<file path="config.mk">
export PLATFORM = sky130hd
export DESIGN_NAME = fbc_host
export DESIGN_NICKNAME = d
export VERILOG_FILES = /design/src/design/fbc_pkg.sv /design/src/design/fbc_seq_rom.sv /design/src/design/fbc_host.sv
export SDC_FILE = /design/constraint.sdc
export NUM_CORES = 1
export LEC_CHECK = 0
export BUFFER_PORTS_ARGS = -buffer_cell sky130_fd_sc_hd__buf_2
export CAP_MARGIN = 20
export CORE_MARGIN = 1.5
export CORE_UTILIZATION = 40
export CTS_BUF_LIST = sky130_fd_sc_hd__clkbuf_8 sky130_fd_sc_hd__clkbuf_16
export DETAILED_ROUTE_END_ITERATION = 8
export GPL_TIMING_DRIVEN = 1
export PLACE_DENSITY = 0.6
export SYNTH_ARGS = -nofsm -noshare
export SYNTH_HDL_FRONTEND = slang
export SYNTH_SLANG_ARGS = --single-unit
export TNS_END_PERCENT = 30
</file>
<file path="constraint.sdc">
create_clock -name clock -period 3.29 [get_ports clock]
set_clock_uncertainty 0.2 [all_clocks]
set_input_delay 0.329 -clock clock [delete_from_list [all_inputs] [get_ports clock]]
set_output_delay 0.329 -clock clock [all_outputs]
set_load 0.005 [all_outputs]
</file>
<file path="src/design/fbc_pkg.sv">
package fbc_pkg;
	// =========================================
	// bus widths
	localparam int ADDR_W = 17;
	localparam int DATA_W = 8;
	// =========================================
	// command addresses and bytes
	localparam logic [16:0] UNLOCK1_ADDR = 17'h00555;
	localparam logic [16:0] UNLOCK2_ADDR = 17'h002AA;
	localparam logic [7:0] UNLOCK1_BYTE = 8'hAA;
	localparam logic [7:0] UNLOCK2_BYTE = 8'h55;
	localparam logic [7:0] CMD_RESET = 8'hF0;
	localparam logic [7:0] CMD_IDENT = 8'h90;
	localparam logic [7:0] CMD_PROG = 8'hA0;
	localparam logic [7:0] CMD_BYPASS = 8'h20;
	localparam logic [7:0] CMD_BYP_EXIT = 8'h00;
	localparam logic [7:0] CMD_ERASE = 8'h80;
	localparam logic [7:0] CMD_CHIP = 8'h10;
	localparam logic [7:0] CMD_BLOCK = 8'h30;
	localparam logic [7:0] CMD_SUSPEND = 8'hB0;
	localparam logic [7:0] CMD_RESUME = 8'h30;
	// identification read offsets, address bits 1:0
	localparam logic [16:0] ID_MAKER = 17'h00000;
	localparam logic [16:0] ID_PART = 17'h00001;
	localparam logic [16:0] ID_PROT = 17'h00002;
	// =========================================
	// timing at 20 MHz
	localparam int CLK_NS = 50;
	localparam int GLITCH_NS = 5;
	localparam int IDLE_NS = 150;
	localparam int SETUP_NS = 50;
	localparam int STROBE_NS = 100;
	localparam int SETUP_CYC = (SETUP_NS + CLK_NS - 1) / CLK_NS;
	localparam int STROBE_CYC = (STROBE_NS + CLK_NS - 1) / CLK_NS;
	localparam int IDLE_CYC = (IDLE_NS + CLK_NS - 1) / CLK_NS;
	localparam int CNT_W = 4;
	// =========================================
	// job codes
	typedef enum logic [3:0] {
		FBC_JOB_READ = 4'h0,
		FBC_JOB_RESET = 4'h1,
		FBC_JOB_IDENT = 4'h2,
		FBC_JOB_PROG = 4'h3,
		FBC_JOB_BYPASS = 4'h4,
		FBC_JOB_BYP_PROG = 4'h5,
		FBC_JOB_BYP_EXIT = 4'h6,
		FBC_JOB_CHIP_ERASE = 4'h7,
		FBC_JOB_BLOCK_ERASE = 4'h8,
		FBC_JOB_SUSPEND = 4'h9,
		FBC_JOB_RESUME = 4'hA
	} fbc_job_e;
endpackage : fbc_pkg

</file>
<file path="src/design/fbc_seq_rom.sv">
`timescale 1ns/1ps
module fbc_seq_rom
	import fbc_pkg::*;
(
	input wire logic clock,
	input wire logic rst_n,
	input wire logic [3:0] job,
	input wire logic [2:0] step,
	input wire logic [16:0] user_addr,
	input wire logic [7:0] user_byte,
	output logic [16:0] wr_addr_q,
	output logic [7:0] wr_byte_q,
	output logic [2:0] len_q
);
	// =========================================
	// registered lookup of each write of a command
	logic [16:0] a;
	logic [7:0] b;
	logic [2:0] n;
	function automatic logic [7:0] unlock_byte(input logic [2:0] s);
		unlock_byte = (s == 3'h0 || s == 3'h3) ? UNLOCK1_BYTE : UNLOCK2_BYTE;
	endfunction : unlock_byte
	function automatic logic [16:0] unlock_addr(input logic [2:0] s);
		unlock_addr = (s == 3'h1 || s == 3'h4) ? UNLOCK2_ADDR : UNLOCK1_ADDR;
	endfunction : unlock_addr
	always_comb begin
		a = unlock_addr(step);
		b = unlock_byte(step);
		n = 3'h1;
		case (job)
			FBC_JOB_RESET: begin
				n = 3'h1;
				a = user_addr;
				b = CMD_RESET;
			end
			FBC_JOB_IDENT, FBC_JOB_BYPASS: begin
				n = 3'h3;
				if (step == 3'h2) begin
					b = (job == FBC_JOB_IDENT) ? CMD_IDENT : CMD_BYPASS;
				end
			end
			FBC_JOB_PROG: begin
				n = 3'h4;
				if (step == 3'h2) begin
					b = CMD_PROG;
				end else if (step == 3'h3) begin
					a = user_addr;
					b = user_byte;
				end
			end
			FBC_JOB_BYP_PROG, FBC_JOB_BYP_EXIT: begin
				n = 3'h2;
				a = user_addr;
				if (step == 3'h0) begin
					b = (job == FBC_JOB_BYP_PROG) ? CMD_PROG : CMD_IDENT;
				end else begin
					b = (job == FBC_JOB_BYP_PROG) ? user_byte : CMD_BYP_EXIT;
				end
			end
			FBC_JOB_CHIP_ERASE, FBC_JOB_BLOCK_ERASE: begin
				n = 3'h6;
				if (step == 3'h2) begin
					b = CMD_ERASE;
				end else if (step == 3'h5) begin
					b = (job == FBC_JOB_CHIP_ERASE) ? CMD_CHIP : CMD_BLOCK;
					a = (job == FBC_JOB_CHIP_ERASE) ? UNLOCK1_ADDR : user_addr;
				end
			end
			FBC_JOB_SUSPEND, FBC_JOB_RESUME: begin
				n = 3'h1;
				a = user_addr;
				b = (job == FBC_JOB_SUSPEND) ? CMD_SUSPEND : CMD_RESUME;
			end
			default: begin
				n = 3'h0;
				a = user_addr;
				b = user_byte;
			end
		endcase
	end
	always_ff @(posedge clock or negedge rst_n) begin
		if (!rst_n) begin
			wr_addr_q <= 17'h00000;
			wr_byte_q <= 8'h00;
			len_q <= 3'h0;
		end else begin
			wr_addr_q <= a;
			wr_byte_q <= b;
			len_q <= n;
		end
	end
endmodule : fbc_seq_rom

</file>
<file path="src/design/fbc_host.sv">
`timescale 1ns/1ps
module fbc_host
	import fbc_pkg::*;
(
	input wire logic clock,
	input wire logic rst_n,
	input wire logic req_valid,
	input wire logic [3:0] req_job,
	input wire logic [16:0] req_addr,
	input wire logic [7:0] req_byte,
	output logic req_ready,
	output logic rsp_valid,
	output logic [7:0] rsp_byte,
	output logic [16:0] addr_lines,
	output logic [7:0] byte_lines_out,
	output logic byte_lines_oe,
	input wire logic [7:0] byte_lines_in,
	output logic chip_sel_n,
	output logic out_drv_n,
	output logic wr_stb_n
);
	// =========================================
	// state
	typedef enum logic [4:0] {
		ST_IDLE = 5'b00001,
		ST_LOOK = 5'b00010,
		ST_SETUP = 5'b00100,
		ST_STROBE = 5'b01000,
		ST_HOLD = 5'b10000
	} fbc_state_e;
	typedef struct packed {
		fbc_state_e st;
		logic [3:0] job;
		logic [16:0] uaddr;
		logic [7:0] ubyte;
		logic [2:0] step;
		logic [CNT_W-1:0] cnt;
		logic rd;
		logic ready;
		logic rvalid;
		logic [7:0] rbyte;
		logic [16:0] addr;
		logic [7:0] dout;
		logic oe;
		logic cs_n;
		logic od_n;
		logic we_n;
	} fbc_s;
	fbc_s s_q, s_d;
	logic [7:0] din_m, din_s;
	logic [16:0] rom_addr;
	logic [7:0] rom_byte;
	logic [2:0] rom_len;
	fbc_seq_rom u_rom (
		.clock(clock),
		.rst_n(rst_n),
		.job(s_q.job),
		.step(s_q.step),
		.user_addr(s_q.uaddr),
		.user_byte(s_q.ubyte),
		.wr_addr_q(rom_addr),
		.wr_byte_q(rom_byte),
		.len_q(rom_len)
	);
	// =========================================
	// pin input synchroniser; capture uses the second stage only
	always_ff @(posedge clock or negedge rst_n) begin
		if (!rst_n) begin
			din_m <= 8'h00;
			din_s <= 8'h00;
		end else begin
			din_m <= byte_lines_in;
			din_s <= din_m;
		end
	end
	// =========================================
	// sequencer
	always_comb begin
		s_d = s_q;
		s_d.rvalid = 1'b0;
		case (s_q.st)
			ST_IDLE: begin
				// bus parked in standby between jobs
				s_d.cs_n = 1'b1;
				s_d.od_n = 1'b1;
				s_d.we_n = 1'b1;
				s_d.oe = 1'b0;
				s_d.ready = 1'b1;
				if (req_valid && s_q.ready) begin
					s_d.ready = 1'b0;
					s_d.job = req_job;
					s_d.uaddr = req_addr;
					s_d.ubyte = req_byte;
					s_d.step = 3'h0;
					s_d.rd = (req_job == FBC_JOB_READ);
					s_d.st = ST_LOOK;
				end
			end
			ST_LOOK: begin
				// one cycle for the registered lookup to settle
				s_d.st = ST_SETUP;
				s_d.cnt = CNT_W'(SETUP_CYC);
			end
			ST_SETUP: begin
				s_d.addr = s_q.rd ? s_q.uaddr : rom_addr;
				s_d.dout = rom_byte;
				// host drives data only on writes, device floated by high out drive
				s_d.oe = !s_q.rd;
				s_d.cs_n = 1'b0;
				if (s_q.cnt <= CNT_W'(1)) begin
					s_d.st = ST_STROBE;
					s_d.cnt = CNT_W'(STROBE_CYC);
				end else begin
					s_d.cnt = s_q.cnt - CNT_W'(1);
				end
			end
			ST_STROBE: begin
				// read strobes; output drive high for writes
				s_d.od_n = !s_q.rd;
				// strobe held far longer than any glitch
				s_d.we_n = s_q.rd;
				if (s_q.cnt <= CNT_W'(1)) begin
					s_d.st = ST_HOLD;
					s_d.cnt = CNT_W'(IDLE_CYC);
				end else begin
					s_d.cnt = s_q.cnt - CNT_W'(1);
				end
			end
			ST_HOLD: begin
				// read byte after two sync stages
				// earlier samples of the second stage predate the drive
				if (s_q.rd && s_q.cnt == CNT_W'(IDLE_CYC - 1)) begin
					s_d.rbyte = din_s;
					s_d.rvalid = 1'b1;
				end
				// data still driven at the rising write edge
				s_d.we_n = 1'b1;
				s_d.od_n = 1'b1;
				s_d.cs_n = 1'b1;
				if (s_q.cnt <= CNT_W'(1)) begin
					s_d.oe = 1'b0;
					// every write of the sequence goes out without a break
					if (!s_q.rd && (s_q.step + 3'h1) < rom_len) begin
						s_d.step = s_q.step + 3'h1;
						s_d.st = ST_LOOK;
					end else begin
						s_d.st = ST_IDLE;
						s_d.ready = 1'b1;
					end
				end else begin
					s_d.cnt = s_q.cnt - CNT_W'(1);
				end
			end
			default: begin
				s_d.st = ST_IDLE;
			end
		endcase
	end
	always_ff @(posedge clock or negedge rst_n) begin
		if (!rst_n) begin
			s_q <= '{st: ST_IDLE, cs_n: 1'b1, od_n: 1'b1, we_n: 1'b1, default: '0};
		end else begin
			s_q <= s_d;
		end
	end
	assign req_ready = s_q.ready;
	assign rsp_valid = s_q.rvalid;
	assign rsp_byte = s_q.rbyte;
	assign addr_lines = s_q.addr;
	assign byte_lines_out = s_q.dout;
	assign byte_lines_oe = s_q.oe;
	assign chip_sel_n = s_q.cs_n;
	assign out_drv_n = s_q.od_n;
	assign wr_stb_n = s_q.we_n;
	// =========================================
	// checks
	a_wr_od_high: assert property (@(posedge clock) disable iff (!rst_n)
		!wr_stb_n |-> out_drv_n) else $error("output drive low during write");
	a_no_contention: assert property (@(posedge clock) disable iff (!rst_n)
		!out_drv_n |-> !byte_lines_oe) else $error("host drives data during read");
	a_strobe_len: assert property (@(posedge clock) disable iff (!rst_n)
		$fell(wr_stb_n) |-> !wr_stb_n [*2]) else $error("write strobe too short");
	a_cs_with_wr: assert property (@(posedge clock) disable iff (!rst_n)
		!wr_stb_n |-> !chip_sel_n && byte_lines_oe) else $error("write without select");
	a_addr_stable: assert property (@(posedge clock) disable iff (!rst_n)
		!wr_stb_n && !$past(wr_stb_n) |-> $stable(addr_lines)) else $error("address moved");
	a_read_shape: assert property (@(posedge clock) disable iff (!rst_n)
		!out_drv_n |-> !chip_sel_n && wr_stb_n) else $error("bad read strobes");
	a_read_answer: assert property (@(posedge clock) disable iff (!rst_n)
		$fell(out_drv_n) |-> ##3 rsp_valid) else $error("read answer late");
	a_standby_idle: assert property (@(posedge clock) disable iff (!rst_n)
		req_ready |-> chip_sel_n && !byte_lines_oe) else $error("bus not parked");
endmodule : fbc_host

</file>
==> metrics <==
reg2reg path depth 9; Critical Path RT 3.37 ns; ys async rst share 100%; ant diodes 0; Synth cell types 74; Area growth, synth to finish 19.9%; syn avg cell area around 11 µm²; hold slack final ~0.15 ns; Rows 45; critical path fanouts, max 13; Final period util 85.1%; largest net degree at the start of global routing 84; vias roughly 4500; dpl cell area between 6000 and 7000 µm²; crit path DAT ~2.9 ns; Clk Latency, worst-skew pair ~0.4 ns; total grt overflow 0; Final nets about 700; DR vias/cell 5.11; CTS clk-pin slew, worst paths about 0.06 ns; antenna-violating nets left 0; DR WL/cell about 16 µm; number of flops mapped to enable cells by yosys 0; CTS tree built; die area roughly 17000 µm²; critical hold path startpoint din_m[6]; vias in the first global route ~4400; CP Class flop to flop; cells after synthesis ~570; met2 wire len between 6 and 7 mm; Remaining DRCs 0; RSZ-0062 raised after global routing no; leading area contributor after synthesis dfrtp_1; htree depth 4; Leak 3.60 nW; final hold viol count 0; gp weighted congestion 0.879; Setup crit end kind flop; Pwr Density 870 nW/µm²; initial antenna violation count 0; final instance area 7570 µm²; clk sink count ~130; port bufs about 80; Post-Syn Area around 6300 µm²; core area about 15000 µm²; Global Route Usage Sum between 15 and 20%; die width between 100 and 150 µm; met3 wire length 603 µm; clock buffers created by TritonCTS 17; Synth top area share around 48%; syn nets just over 600; top cells by count, synth dfrtp_1, o21ai_0, nand2_1; Achievable Freq ~0.36 GHz; Max Used Layer met4; Tmin final around 2.8 ns; startpoint class of the critical path flop; initial core utilization 41.2%; Routed WL 13.7 mm; # IOs 79; max cap viols 0; Most used DFF post-synth dfrtp_1; Setup Viol. Count Final 0; Die H approximately 130 µm; first-pass GRT wire length ~22 mm; hold depth 0; share of the yosys chip area belonging to registers 49.6%; sum of routed wire segments on met1 about 6.3 mm; Yosys Warn Count 0; status finished clean; reg-to-reg setup timing slack ~0.49 ns; Post-DP HPWL 9.43 mm; # fillers 1405; synthesized flop and latch total 125; Hold Crit Endpoint din_s[6]; relative slew slack a little under three fifths; layout cells sized above 1 27.4%; Root Driver clkbuf_16; Final Slew Violations 0; CTS Buffer Depth 2; ranking of synthesized cells by area dfrtp_1, mux2_4, buf_4; first-pass iteration count of the detailed router 4; Tot Pwr 6.59 mW; post-route setup TNS 0 ns; Worst R2R Start s_q[46]; top-count cell post-synth dfrtp_1; Slew @ Worst Pin around 0.64 ns; Min-Delay Path Class flop to flop; Worst VDD drop 0.000428 V; Initial DRC Count 217; r2r endpoint s_q[45]
[report_power, final]
part           total, mW  switching (mW)  internal (mW)
clock network       1.80           0.739           1.06
registers           2.51           0.449           2.06
logic               2.28            1.13           1.14
total               6.59            2.32           4.26
[kinds of logic (layout without fill, tap and decap cells)]
group | Yosys count | after routing | synth area share [%]
adder cells (fa/ha/maj) | 10 | 10 | 1.98
flip-flops | 125 | 125 | 49.6
multiplexers | 68 | 68 | 13.2
XOR/XNOR | 4 | 4 | 0.555
AND/OR/NAND/NOR | 142 | 142 | 12.1
AO/OA/AOI/OAI | 138 | 138 | 14.2
buffers and inverters | 85 | 177 | 8.33
[what timing repair did]
action	CTS	global route
setup buffers	0	0
hold buffers	38	0
hold endpoints to repair	79	0
resized for setup	0	0
[cells in the final DEF, fill, tap and decap left out, types with 4 or more instances in the layout]
cell / count
nor2_1: 34
buf_2: 77
nand2_1: 44
clkbuf_16: 17
dfstp_2: 4
a31oi_1: 8
o22ai_1: 9
and2_1: 8
o22a_1: 6
buf_4: 7
or3_1: 4
nand3_1: 4
clkinvlp_4: 4
ha_1: 10
o211ai_1: 5
mux2_1: 9
a21o_1: 4
mux2_4: 26
o21ai_0: 49
nor3_1: 6
mux2i_1: 22
dfrtp_1: 121
a21oi_1: 22
o21ai_1: 6
inv_1: 20
mux2_2: 11
and3_1: 5
clkinv_4: 4
nor2b_1: 4
dlygate4sd3_1: 38
nand2b_1: 7
[critical path: stages (launching register included)]
cell and delay (ns):
dfrtp_1 0.63, inv_1 0.16, ha_1 0.34, inv_1 0.05
ha_1 0.29, a211o_1 0.27, a31oi_1 0.25, nand2_1 0.14
a21oi_2 0.24, o22ai_1 0.11
[how the worst max path moves through the flow]
stage,end,from,slack [ns],cells past startpoint
3_5_place_dp,s_q[45],s_q[46],0.51,9
5_1_grt,s_q[46],s_q[46],0.35,9
6_report,s_q[45],s_q[46],0.49,9
2_1_floorplan,s_q[45],s_q[46],0.85,10
3_3_place_gp,s_q[46],s_q[46],0.66,9
4_1_cts,s_q[45],s_q[46],0.50,9
[stage by stage]
stage / cells / utilization, % / setup slack, ns
2_1_floorplan: 572 / - / 0.848
3_3_place_gp: 804 / 43.0 / 0.656
3_5_place_dp: 804 / 43.0 / 0.512
6_report: 875 / 49.4 / 0.489
4_1_cts: 874 / 49.3 / 0.501
5_1_grt: 875 / 49.4 / 0.351
[metal layers]
metal,vias to the layer above,GRT usage [%]
li1,2146,-
met1,2175,23.1
met2,135,27.6
met3,19,4.86
met4,0,6.54
met5,-,0
[registers in the layout, summed over array words and instances, names as in the netlist]
| register | flops |
|---|---|
| req_ready | 1 |
| chip_sel_n | 1 |
| rsp_byte | 8 |
| wr_stb_n | 1 |
| byte_lines_oe | 1 |
| addr_lines | 17 |
| din_m | 8 |
| u_rom.wr_byte_q | 8 |
| u_rom.len_q | 3 |
| din_s | 8 |
| out_drv_n | 1 |
| s_q | 42 |
| byte_lines_out | 8 |
| rsp_valid | 1 |
| u_rom.wr_addr_q | 17 |
[layout make-up]
type / instances / area, µm² / area share [%]
repair buffers: 124 / 858 / 11.3
clock buffers: 17 / 425 / 5.62
inverters: 21 / 78.8 / 1.04
flip-flops and latches: 125 / 3130 / 41.4
well taps: 211 / 264 / 3.49
multi-input cells: 362 / 2650 / 35.1
clock inverters: 15 / 155 / 2.05
(Power assumes the default switching activity.)
